--- src/pkg/arrival_pkg.sv ---
package arrival_pkg;
	// frequency and current word widths
	localparam int FREQ_W = 16;
	localparam int CUR_W = 16;
	// hysteresis margins in percent of max frequency
	localparam int ON_PCT = 1;
	localparam int OFF_PCT = 2;
	localparam int PCT_FULL = 100;
	// first current limit default: 100 percent of rated current, rated in the same units
	localparam logic [15:0] LIMIT_A_DEFAULT = 16'h0064;
	// output option codes
	localparam logic [7:0] OPT_SPEED_REACHED = 8'h01;
	localparam logic [7:0] OPT_OVER_SPEED = 8'h02;
	localparam logic [7:0] OPT_CURRENT_A = 8'h03;
	localparam logic [7:0] OPT_AT_THRESHOLD = 8'h06;
	localparam logic [7:0] OPT_CURRENT_B = 8'h07;
endpackage : arrival_pkg

--- src/rtl/band_detect.sv ---
// hysteresis band test around one threshold
module band_detect #(
	parameter int W = 16
) (
	input wire logic [W-1:0] i_freq,
	input wire logic [W-1:0] i_thresh,
	input wire logic [W-1:0] i_on_margin,
	input wire logic [W-1:0] i_off_margin,
	output logic o_in_on_band,
	output logic o_in_off_band,
	output logic o_at_or_above_on,
	output logic o_below_off
);
	logic [W:0] lo_on;
	logic [W:0] lo_off;
	logic [W:0] hi_on;
	logic [W:0] hi_off;
	logic [W:0] f;

	// widened by one bit so margins never wrap
	always_comb
	begin
		f = {1'b0, i_freq};
		lo_on = ({1'b0, i_thresh} > {1'b0, i_on_margin}) ? ({1'b0, i_thresh} - {1'b0, i_on_margin}) : '0;
		lo_off = ({1'b0, i_thresh} > {1'b0, i_off_margin}) ? ({1'b0, i_thresh} - {1'b0, i_off_margin}) : '0;
		hi_on = {1'b0, i_thresh} + {1'b0, i_on_margin};
		hi_off = {1'b0, i_thresh} + {1'b0, i_off_margin};
		o_in_on_band = (f >= lo_on) && (f <= hi_on);
		o_in_off_band = (f >= lo_off) && (f <= hi_off);
		o_at_or_above_on = (f >= lo_on);
		o_below_off = (f < lo_off);
	end
endmodule : band_detect

--- src/rtl/arrival_flags.sv ---
// What this block does
// - with option 01 the speed-reached flag is on while the output frequency is at the set speed, else off.
// - option 02 gives the over-speed flag: on at or above the accel threshold while speeding up, off below decel threshold while slowing.
// - the speed-reached flag switches around the set speed parameter.
// - every arrival flag turns on early by 1% of the maximum frequency.
// - every arrival flag turns off late by 2% of the maximum frequency; at-threshold also drops at once when steady.
// - over-speed turns on at the accel threshold and off at the decel threshold, which may be equal.
// - the at-threshold flag drops again once the frequency moves past its threshold, a pulse per direction.
// - all arrival functions may sit on separate terminals at once, each evaluated on its own.
// - with option 03 the first current warning is on when current is above its limit.
// - the first current warning is off when current is below its limit.
// - the second current warning compares against its own limit.
// - current detection stays active while driving and while braking regeneratively.
// - the first current limit defaults to 100% of rated current after reset.
// - an asserted warning drives its terminal active, closing a normally-open contact, else inactive.
module arrival_flags #(
	parameter int N_TERM = 5,
	parameter int FREQ_W = arrival_pkg::FREQ_W,
	parameter int CUR_W = arrival_pkg::CUR_W
) (
	input wire logic i_clk_sys,
	input wire logic i_rst_n,
	input wire logic [FREQ_W-1:0] i_out_freq,
	input wire logic [FREQ_W-1:0] i_max_freq,
	input wire logic [FREQ_W-1:0] i_set_speed_param,
	input wire logic [FREQ_W-1:0] i_accel_threshold,
	input wire logic [FREQ_W-1:0] i_decel_threshold,
	input wire logic i_accelerating,
	input wire logic i_decelerating,
	input wire logic [CUR_W-1:0] i_out_current,
	input wire logic i_limit_a_load,
	input wire logic [CUR_W-1:0] i_current_limit_a,
	input wire logic [CUR_W-1:0] i_current_limit_b,
	input wire logic [N_TERM*8-1:0] i_term_option,
	output logic o_speed_reached_flag,
	output logic o_over_speed_flag,
	output logic o_at_threshold_pulse,
	output logic o_current_warn_a,
	output logic o_current_warn_b,
	output logic [N_TERM-1:0] o_term_active,
	output logic [CUR_W-1:0] o_current_limit_a
);
	// elaboration guard: option fields are bytes, margins need headroom
	if (N_TERM < 1 || FREQ_W < 8 || CUR_W < 8)
	begin : g_bad_params
		$error("arrival_flags: unsupported parameters");
	end

	logic [FREQ_W-1:0] on_margin;
	logic [FREQ_W-1:0] off_margin;
	logic [FREQ_W+7:0] on_prod;
	logic [FREQ_W+7:0] off_prod;

	always_comb
	begin
		on_prod = ({8'h00, i_max_freq} * (FREQ_W+8)'(arrival_pkg::ON_PCT)) / (FREQ_W+8)'(arrival_pkg::PCT_FULL);
		off_prod = ({8'h00, i_max_freq} * (FREQ_W+8)'(arrival_pkg::OFF_PCT)) / (FREQ_W+8)'(arrival_pkg::PCT_FULL);
		on_margin = on_prod[FREQ_W-1:0];
		off_margin = off_prod[FREQ_W-1:0];
	end

	logic set_on_band;
	logic set_off_band;
	logic acc_on_band;
	logic acc_off_band;
	logic acc_above_on;
	logic dec_on_band;
	logic dec_off_band;
	logic dec_below_off;

	band_detect #(.W(FREQ_W)) u_set (
		.i_freq(i_out_freq),
		.i_thresh(i_set_speed_param),
		.i_on_margin(on_margin),
		.i_off_margin(off_margin),
		.o_in_on_band(set_on_band),
		.o_in_off_band(set_off_band),
		.o_at_or_above_on(),
		.o_below_off()
	);

	band_detect #(.W(FREQ_W)) u_acc (
		.i_freq(i_out_freq),
		.i_thresh(i_accel_threshold),
		.i_on_margin(on_margin),
		.i_off_margin(off_margin),
		.o_in_on_band(acc_on_band),
		.o_in_off_band(acc_off_band),
		.o_at_or_above_on(acc_above_on),
		.o_below_off()
	);

	band_detect #(.W(FREQ_W)) u_dec (
		.i_freq(i_out_freq),
		.i_thresh(i_decel_threshold),
		.i_on_margin(on_margin),
		.i_off_margin(off_margin),
		.o_in_on_band(dec_on_band),
		.o_in_off_band(dec_off_band),
		.o_at_or_above_on(),
		.o_below_off(dec_below_off)
	);

	logic speed_reached;
	logic over_speed;
	logic at_threshold;
	logic warn_a;
	logic warn_b;
	logic [CUR_W-1:0] limit_a;
	logic next_speed_reached;
	logic next_over_speed;
	logic next_at_threshold;
	logic next_warn_a;
	logic next_warn_b;
	logic [CUR_W-1:0] next_limit_a;

	// flag next-state with hysteresis; held flags use the wider off band
	always_comb
	begin
		// on inside on band, held inside off band
		next_speed_reached = speed_reached ? set_off_band : set_on_band;
		// set on accel crossing, clear on decel drop
		// accel on point, decel off point
		next_over_speed = over_speed;
		if (i_accelerating && acc_above_on)
			next_over_speed = 1'b1;
		else if (i_decelerating && dec_below_off)
			next_over_speed = 1'b0;
		// on near the threshold of the current direction
		// drops once frequency leaves the band
		if (i_accelerating)
			next_at_threshold = at_threshold ? acc_off_band : acc_on_band;
		else if (i_decelerating)
			next_at_threshold = at_threshold ? dec_off_band : dec_on_band;
		else
			next_at_threshold = 1'b0;
		// above limit, off below; equal keeps the last state
		// magnitude only, so driving and regeneration alike
		if (i_out_current > limit_a)
			next_warn_a = 1'b1;
		else if (i_out_current < limit_a)
			next_warn_a = 1'b0;
		else
			next_warn_a = warn_a;
		// own limit for the second warning
		if (i_out_current > i_current_limit_b)
			next_warn_b = 1'b1;
		else if (i_out_current < i_current_limit_b)
			next_warn_b = 1'b0;
		else
			next_warn_b = warn_b;
		next_limit_a = i_limit_a_load ? i_current_limit_a : limit_a;
	end

	always_ff @(posedge i_clk_sys)
	begin
		if (!i_rst_n)
		begin
			speed_reached <= 1'b0;
			over_speed <= 1'b0;
			at_threshold <= 1'b0;
			warn_a <= 1'b0;
			warn_b <= 1'b0;
			limit_a <= CUR_W'(arrival_pkg::LIMIT_A_DEFAULT);
		end
		else
		begin
			speed_reached <= next_speed_reached;
			over_speed <= next_over_speed;
			at_threshold <= next_at_threshold;
			warn_a <= next_warn_a;
			warn_b <= next_warn_b;
			limit_a <= next_limit_a;
		end
	end

	logic [N_TERM-1:0] next_term;

	always_comb
	begin
		for (int t = 0; t < N_TERM; t++)
		begin
			unique case (i_term_option[t*8 +: 8])
				arrival_pkg::OPT_SPEED_REACHED: next_term[t] = next_speed_reached;
				arrival_pkg::OPT_OVER_SPEED: next_term[t] = next_over_speed;
				arrival_pkg::OPT_CURRENT_A: next_term[t] = next_warn_a;
				arrival_pkg::OPT_AT_THRESHOLD: next_term[t] = next_at_threshold;
				arrival_pkg::OPT_CURRENT_B: next_term[t] = next_warn_b;
				default: next_term[t] = 1'b0;
			endcase
		end
	end

	// outputs registered; terminals match the flags in the same cycle
	always_ff @(posedge i_clk_sys)
	begin
		if (!i_rst_n)
			o_term_active <= '0;
		else
			o_term_active <= next_term;
	end

	assign o_speed_reached_flag = speed_reached;
	assign o_over_speed_flag = over_speed;
	assign o_at_threshold_pulse = at_threshold;
	assign o_current_warn_a = warn_a;
	assign o_current_warn_b = warn_b;
	assign o_current_limit_a = limit_a;
endmodule : arrival_flags

--- config.mk ---
export PLATFORM = sky130hd
export DESIGN_NAME = arrival_flags
export DESIGN_NICKNAME = d
export VERILOG_FILES = /design/src/pkg/arrival_pkg.sv /design/src/rtl/band_detect.sv /design/src/rtl/arrival_flags.sv
export SDC_FILE = /design/constraint.sdc
export NUM_CORES = 1
export LEC_CHECK = 0
export BUFFER_PORTS_ARGS = -buffer_cell sky130_fd_sc_hd__buf_2
export CORE_ASPECT_RATIO = 0.9
export CORE_MARGIN = 3
export CORE_UTILIZATION = 60
export CTS_CLUSTER_DIAMETER = 120
export CTS_CLUSTER_SIZE = 14
export DETAILED_ROUTE_END_ITERATION = 10
export GPL_ROUTABILITY_DRIVEN = 0
export PLACE_DENSITY = 0.87
export SLEW_MARGIN = 30
export SYNTH_ARGS = -nofsm -noshare
export SYNTH_HDL_FRONTEND = slang
export SYNTH_SLANG_ARGS = --single-unit
--- constraint.sdc ---
create_clock -name i_clk_sys -period 13.85 [get_ports i_clk_sys]
set_input_delay 0.6925 -clock i_clk_sys [delete_from_list [all_inputs] [get_ports i_clk_sys]]
set_output_delay 0.6925 -clock i_clk_sys [all_outputs]
set_load 0.02 [all_outputs]
Word level (Yosys, flattened, before mapping)
Cells that the tools add are included.

Mux-type cells: 22. $mul: 0. Shift operators: 0. $lt $le $gt $ge: 23. Divide/modulo/power cells: 2. Reductions and logical operators: 8. Add/subtract/negate cells: 12. Equality and inequality tests: 25. Bitwise operators: 0.

Operators with widths (count): greater-than comparator 16 bit (8); adder 16 x 16 -> 17 bit (6); greater-or-equal comparator 16 x 17 -> 1 bit (6); <= comparator 16 x 17 -> 1 bit (6); 2-to-1 mux 17 bit (6); subtractor 16 x 16 -> 17 bit (6); == test 8 x 2 -> 1 bit (second input constant) (10); == test 8 x 3 -> 1 bit (second input constant) (10); == test 8 x 1 -> 1 bit (second input constant) (5); < comparator 16 bit (2); case mux 1 bit (5 select lines) (5); divider 16 x 7 -> 24 bit (second input constant) (1); divider 17 x 7 -> 24 bit (second input constant) (1); < comparator 16 x 17 -> 1 bit (1); 2-to-1 mux 1 bit (11); logical AND 1 bit (8).

Bits in registers: 26. Word-level logic and storage cells: 99. Memories: 0. Bits of input ports: 173. Bits in writable memories: 0. Bits in latches: 0. Output and inout bits: 26. ROM bits: 0.

Depth between registers and ports, before layout
Gate-level depths: netlist of the first run.

Depth in word-level cells: 9. Depth in mapped cells: 68. Gate-level depth less buffers: 64.

Cells and area by module
From an unflattened synthesis of the first run, not the netlist that was laid out.

Cells, all modules: 2538. Area total of the unflattened synthesis: 18474.0 sq um.

Modules (own cells, without submodules): band_detect (area each 4613.2 sq um, cells an instance 644, sequential area each 0.0 sq um, times used 3); arrival_flags (area each 4634.4 sq um, cells an instance 606, sequential area each 520.5 sq um, times used 1).

Worst setup path before layout of the first run
Ideal clock, no wire load.

Kind: in2reg. From: input i_max_freq[11]. To: register o_term_active[0]. Arrival time: 11829 ps. Setup slack: 1907 ps. Stages: 65. Data required time: 13736 ps. Buffers on the path: 3. Library setup time: 114 ps. Cell sequence: buf_6 or3_4 o221ai_2 a221oi_4 a221oi_2 or2_1 buf_4 a31o_4 inv_2 a221oi_4 o21ai_1 a2111o_1 a21oi_1 mux2i_1 o311ai_0 a211oi_1 nor2b_1 a31oi_2 [... 29 more ...] o21ai_0 nand2b_1 a21oi_1 nor2b_1 o21ai_0 nand2b_1 a21oi_1 o21ai_0 a21o_1 a211o_1 a21oi_1 a31oi_1 a31oi_1 o22ai_1 inv_1 mux4_2 nand2b_1 a2111oi_0.

Longest elaborated chain between the ends: 9. Elaborated cells between the ends (all ways): 55. Classes of those cells: add/sub (12); div (2); order compare (19); mux (14); reduce/logical (8).

RTL lines: from (decl) (line arrival_flags.sv:24) `input wire logic [FREQ_W-1:0] i_max_freq,`; divider 17 x 7 -> 24 bit / divider 16 x 7 -> 24 bit (equally long branches) (line arrival_flags.sv:57, arrival_flags.sv:56); subtractor 16 x 16 -> 17 bit, or another cell as far along (line band_detect.sv:25) `lo_off = ({1'b0, i_thresh} > {1'b0, i_off_margin}) ? ({1'b0, i_thresh} - {1'b0, i_off_margin}) : '0;`; 2-to-1 mux 17 bit (on tied branches) (line band_detect.sv:25, band_detect.sv:24); greater-or-equal comparator 16 x 17 -> 1 bit (on tied branches) (line band_detect.sv:29, band_detect.sv:28); logical AND 1 bit (on tied branches) (line band_detect.sv:29, band_detect.sv:28); 2-to-1 mux 1 bit (line arrival_flags.sv:134) `next_at_threshold = at_threshold ? dec_off_band : dec_on_band;`; 2-to-1 mux 1 bit (line arrival_flags.sv:133) `else if (i_decelerating)`; 2-to-1 mux 1 bit (line arrival_flags.sv:131) `if (i_accelerating)`; case mux 1 bit (5 select lines) * (line arrival_flags.sv:183) `unique case (i_term_option[t*8 +: 8])`; to (signal assigned) (line arrival_flags.sv:200) `o_term_active <= next_term;`; to (decl) (line arrival_flags.sv:40) `output logic [N_TERM-1:0] o_term_active,`.

Mark *: on every way between the ends. The rest lies on a longest branch, timed or not. A chain may end at the register's enable or synchronous reset.

Worst setup path after layout of the first run
From: input i_max_freq[14]. To: register o_term_active[3].

Same word-level chain as after synthesis.

==> flow_summary.json, run 1 <==
{
  "run_status": "finished, final reports clean",
  "rows": 53,
  "start_kind": "input port",
  "timing.hold.ws_ns": 0.515,
  "cpMaxStageDelayCell": "or3_1",
  "report.final.hold_viol_count": 0,
  "worst-endpoint-arrival_ns": 13.31,
  "regToRegSetupSlack_ns": 10.74,
  "antenna-diode-count": 0,
  "yosysUniqueCellTypes": 107,
  "syn-mean-instance-area_um2": 7.63,
  "ctsHtreeMaxLevel": 1,
  "flow.area_growth_from_synthesis_pct": 10.3,
  "port-buffer-count": 197,
  "ys_seq_area_share_pct": 3.54,
  "synth_warnings": 0,
  "crit_start": "i_max_freq[14]",
  "finalWirelength_mm": 47.9,
  "globalRouteOverflowTotal": 0,
  "drt_pass1_iterations": 9,
  "irDropWorstVdd_mv": 0.208,
  "finalWorstPathRequiredPeriod_ns": 13.15,
  "finalPower_mw": 4.54,
  "antenna_violations_before_repair": 0,
  "hold_class": "reg -> reg",
  "r2r_start": "o_current_limit_a[1]$_SDFFE_PN0P_",
  "pin_count_of_the_biggest_net_entering_global_routing": 24,
  "pre_cts_ws_ns": -0.0303,
  "timing.max_slew.rel_slack_pct": 34.7,
  "clock.fmax_mhz": 76.0,
  "routed_wire_length_per_instance_um": 20.0,
  "crit_path_end_kind": "flip-flop",
  "clk-insertion-delay-late_ns": 0.27,
  "worst_slack_ns": 0.700,
  "avgViaCountPerCell": 6.54,
  "most_instantiated_flip_flop_cell_in_the_synthesis_netlist": "dfxtp_1",
  "timing.final.setup_violations": 0,
  "worst_setup_path_category": "in -> reg",
  "netlist_area_mm2": 0.0147,
  "max_slew.worst_pin.slew_ns": 0.971,
  "worstReg2RegEnd": "o_term_active[0]$_SDFF_PN0_",
  "yosys_register_bits": 26,
  "cts_inserted_buffers": 3,
  "async_flop_share_pct": 0,
  "cts_tree": "yes",
  "die_x_um": 171,
  "global_route.usage.total_pct": 34.8,
  "finalNetCount": 2638,
  "critPathMaxFanout": 22,
  "total_leakage_power_nw": 7.83,
  "route.antenna.remaining_nets": 0,
  "grt_first_pass_wirelength_mm": 75.3,
  "clock_sink_count": 26,
  "multi_input_comb_area_mm2": 0.0135,
  "final_layout_size_suffix_gt1_share_pct": 14.1,
  "first_global_vias": 15300,
  "clock_skew_ns": 0.00418,
  "power.density_mw_per_mm2": 280,
  "worst-endpoint-required_ns": 14.01,
  "syn-num-nets": 2467,
  "cts_root_buf": "clkbuf_16",
  "maxCapViolations": 0,
  "critical-path-top-cell-by-count": "a21oi_1",
  "layout_worst_path_cycle_share_pct": 94.9,
  "design.die.area_mm2": 0.0264,
  "initial_core_util_pct": 61.9,
  "post-route-drc-count": 0,
  "cts.reportedPaths.clkPinSlew_ns": 0.07,
  "report.final.slew_viol_count": 0,
  "number_of_violations_reported_at_the_end_of_detailed_routing_iteration_0": 1602,
  "hold_end": "o_current_limit_a[6]$_SDFFE_PN1P_",
  "num_vias": 15700,
  "hold_path.startpoint": "o_current_limit_a[6]$_SDFFE_PN1P_",
  "final.setup.tns_ns": 0,
  "ctsLongestPathBuffers": 2,
  "synth-edff-count": 0,
  "syn-instance-count": 1927,
  "reg2reg_depth": 17,
  "area_taken_by_flip_flops_and_latches_um2": 520,
  "top_level_ports": 199,
  "holdPathStages": 2,
  "final.fill_count": 1942,
  "floorplan.core_area_mm2": 0.0237,
  "cpPeakStageDelay_ns": 0.47,
  "floorplan.die.height_um": 154,
  "post_detailed_placement_half_perimeter_wirelength_mm": 39.0
}
-- placed cells by master (no fill, tap or decap), types with 14 or more instances in the layout --
master and count:
nand3_1 26, nor3_1 31, buf_4 28, nor2b_1 49, a21oi_1 176, nor2_1 120, o211ai_1 14, buf_2 195
nand4_1 56, inv_1 130, ha_1 355, nand2b_1 37, o21ai_0 72, nor4_1 43, dfxtp_1 26, o21a_1 52
o21bai_1 86, xor2_1 49, a21o_1 46, mux2i_1 18, xnor2_1 113, nand2_1 147
-- worst max-delay path, delay by kind of cell --
family	cells	cell delay, ns
compound gates	40	8.11
fa+ha+maj	2	0.46
buf+inv	5	1.10
mux	1	0.44
simple gates	17	2.48
-- metrics by stage --
stage,cell area (um^2),utilization [%],cells
after floorplan,14700,-,1927
after global placement,16000,67.3,2392
after global routing,16200,68.3,2399
after detailed placement,16000,67.3,2392
after CTS,16100,67.8,2396
final,16200,68.3,2399
-- synthesized netlist by cell type (all sizes together) (7+ instances only) --
cell | count | area [um^2]
ha | 355 | 4440
or4 | 9 | 67.6
and2 | 8 | 50.1
o211ai | 15 | 118
nor3 | 32 | 171
nor2b | 49 | 307
nor2 | 120 | 450
nand2b | 37 | 231
xor2 | 49 | 429
inv | 132 | 500
mux2i | 21 | 223
o31ai | 9 | 81.3
nand3 | 26 | 130
nand2 | 147 | 552
a21o | 48 | 360
o21ai | 77 | 385
nor4 | 45 | 303
nand4 | 56 | 350
fa | 12 | 240
a31oi | 12 | 81.3
or3 | 13 | 86.3
clkbuf | 40 | 151
o21bai | 87 | 653
xnor2 | 117 | 1070
a21oi | 179 | 907
o21a | 53 | 399
a21boi | 7 | 60.1
a211oi | 9 | 72.6
a2111oi | 8 | 70.1
buf | 19 | 115
dfxtp | 26 | 521
-- power by group --
part / switching, mW / internal [mW] / total, mW
combinational: 2.46 / 1.90 / 4.36
sequential: 0.00390 / 0.0790 / 0.0829
clock: 0.0305 / 0.0577 / 0.0882
-- cells by family (layout without fill, tap and decap cells) --
group	Yosys count	after routing	synth area share, %
fa+ha+maj	370	370	32.1
simple gates	569	569	19.8
flops	26	26	3.54
compound gates	574	574	26.6
xor+xnor	166	166	10.2
buf+inv	192	362	5.25
mux	30	30	2.49
-- what timing repair did --
item	in CTS	in global routing
hold buffers	0	0
gates resized for setup	0	21
buffers inserted	0	3
endpoints found under the setup margin	0	8
-- registers in the layout (all words and copies together) (netlist names) --
signal	cells
o_at_threshold_pulse	1
o_speed_reached_flag	1
o_current_limit_a	16
o_term_active	5
o_current_warn_a	1
o_over_speed_flag	1
o_current_warn_b	1
-- final cells by class --
| cell class | count | share of cell area, % |
|---|---|---|
| clock buffer | 3 | 0.463 |
| timing repair buffer | 225 | 7.41 |
| tap | 302 | 2.33 |
| sequential | 26 | 3.21 |
| multi-input combinational | 1709 | 83.3 |
| clock inverter | 1 | 0.185 |
| inverter | 133 | 3.13 |
-- worst max-delay path by stage --
stage	end	cells past startpoint
final	o_term_active[3]$_SDFF_PN0_	65
after global routing	o_term_active[3]$_SDFF_PN0_	65
after CTS	o_term_active[0]$_SDFF_PN0_	62
after detailed placement	o_term_active[0]$_SDFF_PN0_	62
after global placement	o_term_active[0]$_SDFF_PN0_	63
after floorplan	o_term_active[0]$_SDFF_PN0_	65
-- metal layers --
| layer | GRT usage [%] | up-vias | share of wire, % |
|---|---|---|---|
| li1 | - | 7422 | - |
| met5 | 0 | - | 0 |
| met1 | 44.2 | 7207 | 40 |
| met2 | 57.2 | 854 | 44 |
| met4 | 16.5 | 0 | 5.6 |
| met3 | 5.67 | 211 | 10 |
(Power assumes the default switching activity.)
==> run 2: changes to the inputs <==
- PLACE_DENSITY: 0.87 -> 0.83
==> run 2 against run 1 <==
  * Flip-flop and latch count is the same
  * Worst hold slack got worse by 0.0071 ns
  * Routed wire length increased by 1.5%
  * Combinational power decreased by 0.9%
  * Sequential share of layout area is essentially flat
  * Global-route usage increased by 0.14 points
  * Largest cell class unchanged
  * Largest power group unchanged
  * Highest routed layer unchanged
==> flow_summary.json, run 2 (same netlist as run 1, synthesis figures left out) <==
{
  "run_status": "finished, final reports clean",
  "power.density_mw_per_mm2": 274,
  "clk-insertion-delay-late_ns": 0.28,
  "final_util_pct": 69.0,
  "irDropWorstVdd_mv": 0.165,
  "finalWorstPathRequiredPeriod_ns": 13.23,
  "clock_skew_ns": 0.00283,
  "crit_path_end_kind": "flip-flop",
  "globalRouteOverflowTotal": 0,
  "floorplan.core_area_mm2": 0.0237,
  "grt_first_pass_wirelength_mm": 75.1,
  "hold_buffers": 0,
  "cts.reportedPaths.clkPinSlew_ns": 0.07,
  "worst_setup_path_category": "in -> reg",
  "port-buffer-count": 197,
  "timing.max_slew.rel_slack_pct": 31.2,
  "cts_tree": "yes",
  "antenna-diode-count": 0,
  "route.antenna.remaining_nets": 0,
  "first_global_vias": 15000,
  "clock.fmax_mhz": 75.6,
  "regToRegSetupSlack_ns": 10.90,
  "floorplan.die.height_um": 154,
  "top_level_ports": 199,
  "hold_class": "reg -> reg",
  "design.die.area_mm2": 0.0264,
  "report.final.slew_viol_count": 0,
  "post_detailed_placement_half_perimeter_wirelength_mm": 38.9,
  "routed_wire_length_per_instance_um": 20.2,
  "cpPeakStageDelay_ns": 0.74,
  "total_leakage_power_nw": 7.90,
  "drt_pass1_iterations": 6,
  "finalPower_mw": 4.49,
  "worst-endpoint-arrival_ns": 13.40,
  "rows": 53,
  "final_layout_size_suffix_gt1_share_pct": 14.8,
  "start_kind": "input port",
  "global_route.usage.total_pct": 34.9,
  "timing.final.setup_violations": 0,
  "cts_inserted_buffers": 3,
  "num_vias": 15700,
  "worst-endpoint-required_ns": 14.02,
  "pin_count_of_the_biggest_net_entering_global_routing": 24,
  "ctsHtreeMaxLevel": 1,
  "critical-path-top-cell-by-count": "a21oi_1",
  "initial_core_util_pct": 61.9,
  "largest_register_ffs": 16,
  "final.fill_count": 2016,
  "holdPathStages": 2,
  "finalWirelength_mm": 48.6,
  "cpMaxStageDelayCell": "a2111oi_0",
  "maxCapViolations": 0,
  "number_of_violations_reported_at_the_end_of_detailed_routing_iteration_0": 1744,
  "layout_common_cells": "ha_1 (355), buf_2 (194), a21oi_1 (174), nand2_1 (147), inv_1 (130)",
  "hold_end": "o_current_limit_a[6]$_SDFFE_PN1P_",
  "area_taken_by_flip_flops_and_latches_um2": 520,
  "multi_input_comb_area_mm2": 0.0136,
  "critPathMaxFanout": 19,
  "hold_path.startpoint": "o_current_limit_a[6]$_SDFFE_PN1P_",
  "clock_sink_count": 26,
  "finalNetCount": 2649,
  "die_x_um": 171,
  "cts_root_buf": "clkbuf_16",
  "antenna_violations_before_repair": 0,
  "mostFrequentLayoutCell": "ha_1",
  "max_slew.worst_pin.slew_ns": 1.02,
  "flow.area_growth_from_synthesis_pct": 11.5,
  "avgViaCountPerCell": 6.53,
  "r2r_start": "o_current_limit_a[1]$_SDFFE_PN0P_",
  "reg2reg_depth": 17,
  "ctsLongestPathBuffers": 2,
  "post-route-drc-count": 0,
  "worstReg2RegEnd": "o_term_active[0]$_SDFF_PN0_",
  "layout_worst_path_cycle_share_pct": 95.5,
  "report.final.hold_viol_count": 0
}
## run 2: cell count changes in the layout (fill, tap and decap cells not counted), moves of 2 or more
cell     before  now
nor4_1       43   41
a21o_1       46   48
a21oi_1     176  174
buf_4        28   38
nor2_1      120  118
a21o_2        2    0
nor2_2        0    2
## run 2: worst max-delay path by stage
stage	endpoint	depth (start not counted)	from	slack (ns)
2_1_floorplan	o_term_active[0]$_SDFF_PN0_	65	i_max_freq[11]	1.91
3_3_place_gp	o_term_active[0]$_SDFF_PN0_	64	i_max_freq[12]	0.60
3_5_place_dp	o_term_active[0]$_SDFF_PN0_	63	i_max_freq[12]	0.13
4_1_cts	o_term_active[0]$_SDFF_PN0_	63	i_max_freq[12]	0.31
5_1_grt	o_term_active[0]$_SDFF_PN0_	61	i_max_freq[11]	-0.08
6_report	o_term_active[0]$_SDFF_PN0_	59	i_max_freq[11]	0.62
## run 2: cell type report
| class | instances | area share [%] |
|---|---|---|
| clock buffers | 3 | 0.458 |
| multi-input cells | 1710 | 83.0 |
| well taps | 302 | 2.31 |
| flip-flops and latches | 26 | 3.18 |
| repair buffers | 235 | 7.81 |
| inverters | 133 | 3.11 |
| clock inverters | 1 | 0.183 |
## run 2: timing repair
item | in CTS | in global routing
resized for setup | 0 | 35
setup buffers | 0 | 11
endpoints found under the setup margin | 0 | 8
## run 2: critical path: cells and delay by family
kind / cells / cell delay [ns]
buffers and inverters: 9 / 1.52
XOR/XNOR: 1 / 0.17
AND/OR/NAND/NOR: 13 / 3.13
multiplexers: 3 / 1.08
adder cells (fa/ha/maj): 2 / 0.49
AO/OA/AOI/OAI: 31 / 6.31
## run 2: metal layers
| metal | part of all wire [%] | track usage (%) |
|---|---|---|
| met2 | 44 | 57.0 |
| met5 | 0 | 0 |
| met3 | 10 | 6.13 |
| met1 | 41 | 44.8 |
| met4 | 5.2 | 16.0 |
## run 2: power breakdown
group / switching [mW] / leakage [nW] / internal (mW) / total (mW)
clock: 0.0325 / 0.0511 / 0.0578 / 0.0903
sequential: 0.00411 / 0.214 / 0.0790 / 0.0831
combinational: 2.41 / 7.63 / 1.91 / 4.32
total: 2.45 / 7.90 / 2.05 / 4.49
## run 2: stage by stage
| stage | TNS (ns) | instances | hold slack (ns) | setup slack, ns | cell area [um^2] |
|---|---|---|---|---|---|
| final | 0 | 2410 | 0.508 | 0.620 | 16400 |
| after global routing | -0.171 | 2410 | 0.540 | -0.0812 | 16400 |
| after CTS | 0 | 2398 | 0.511 | 0.314 | 16100 |
| after detailed placement | 0 | 2394 | 0.500 | 0.130 | 16000 |
| after global placement | 0 | 2394 | 0.496 | 0.597 | 16000 |
| after floorplan | 0 | 1927 | 0.571 | 1.91 | 14700 |
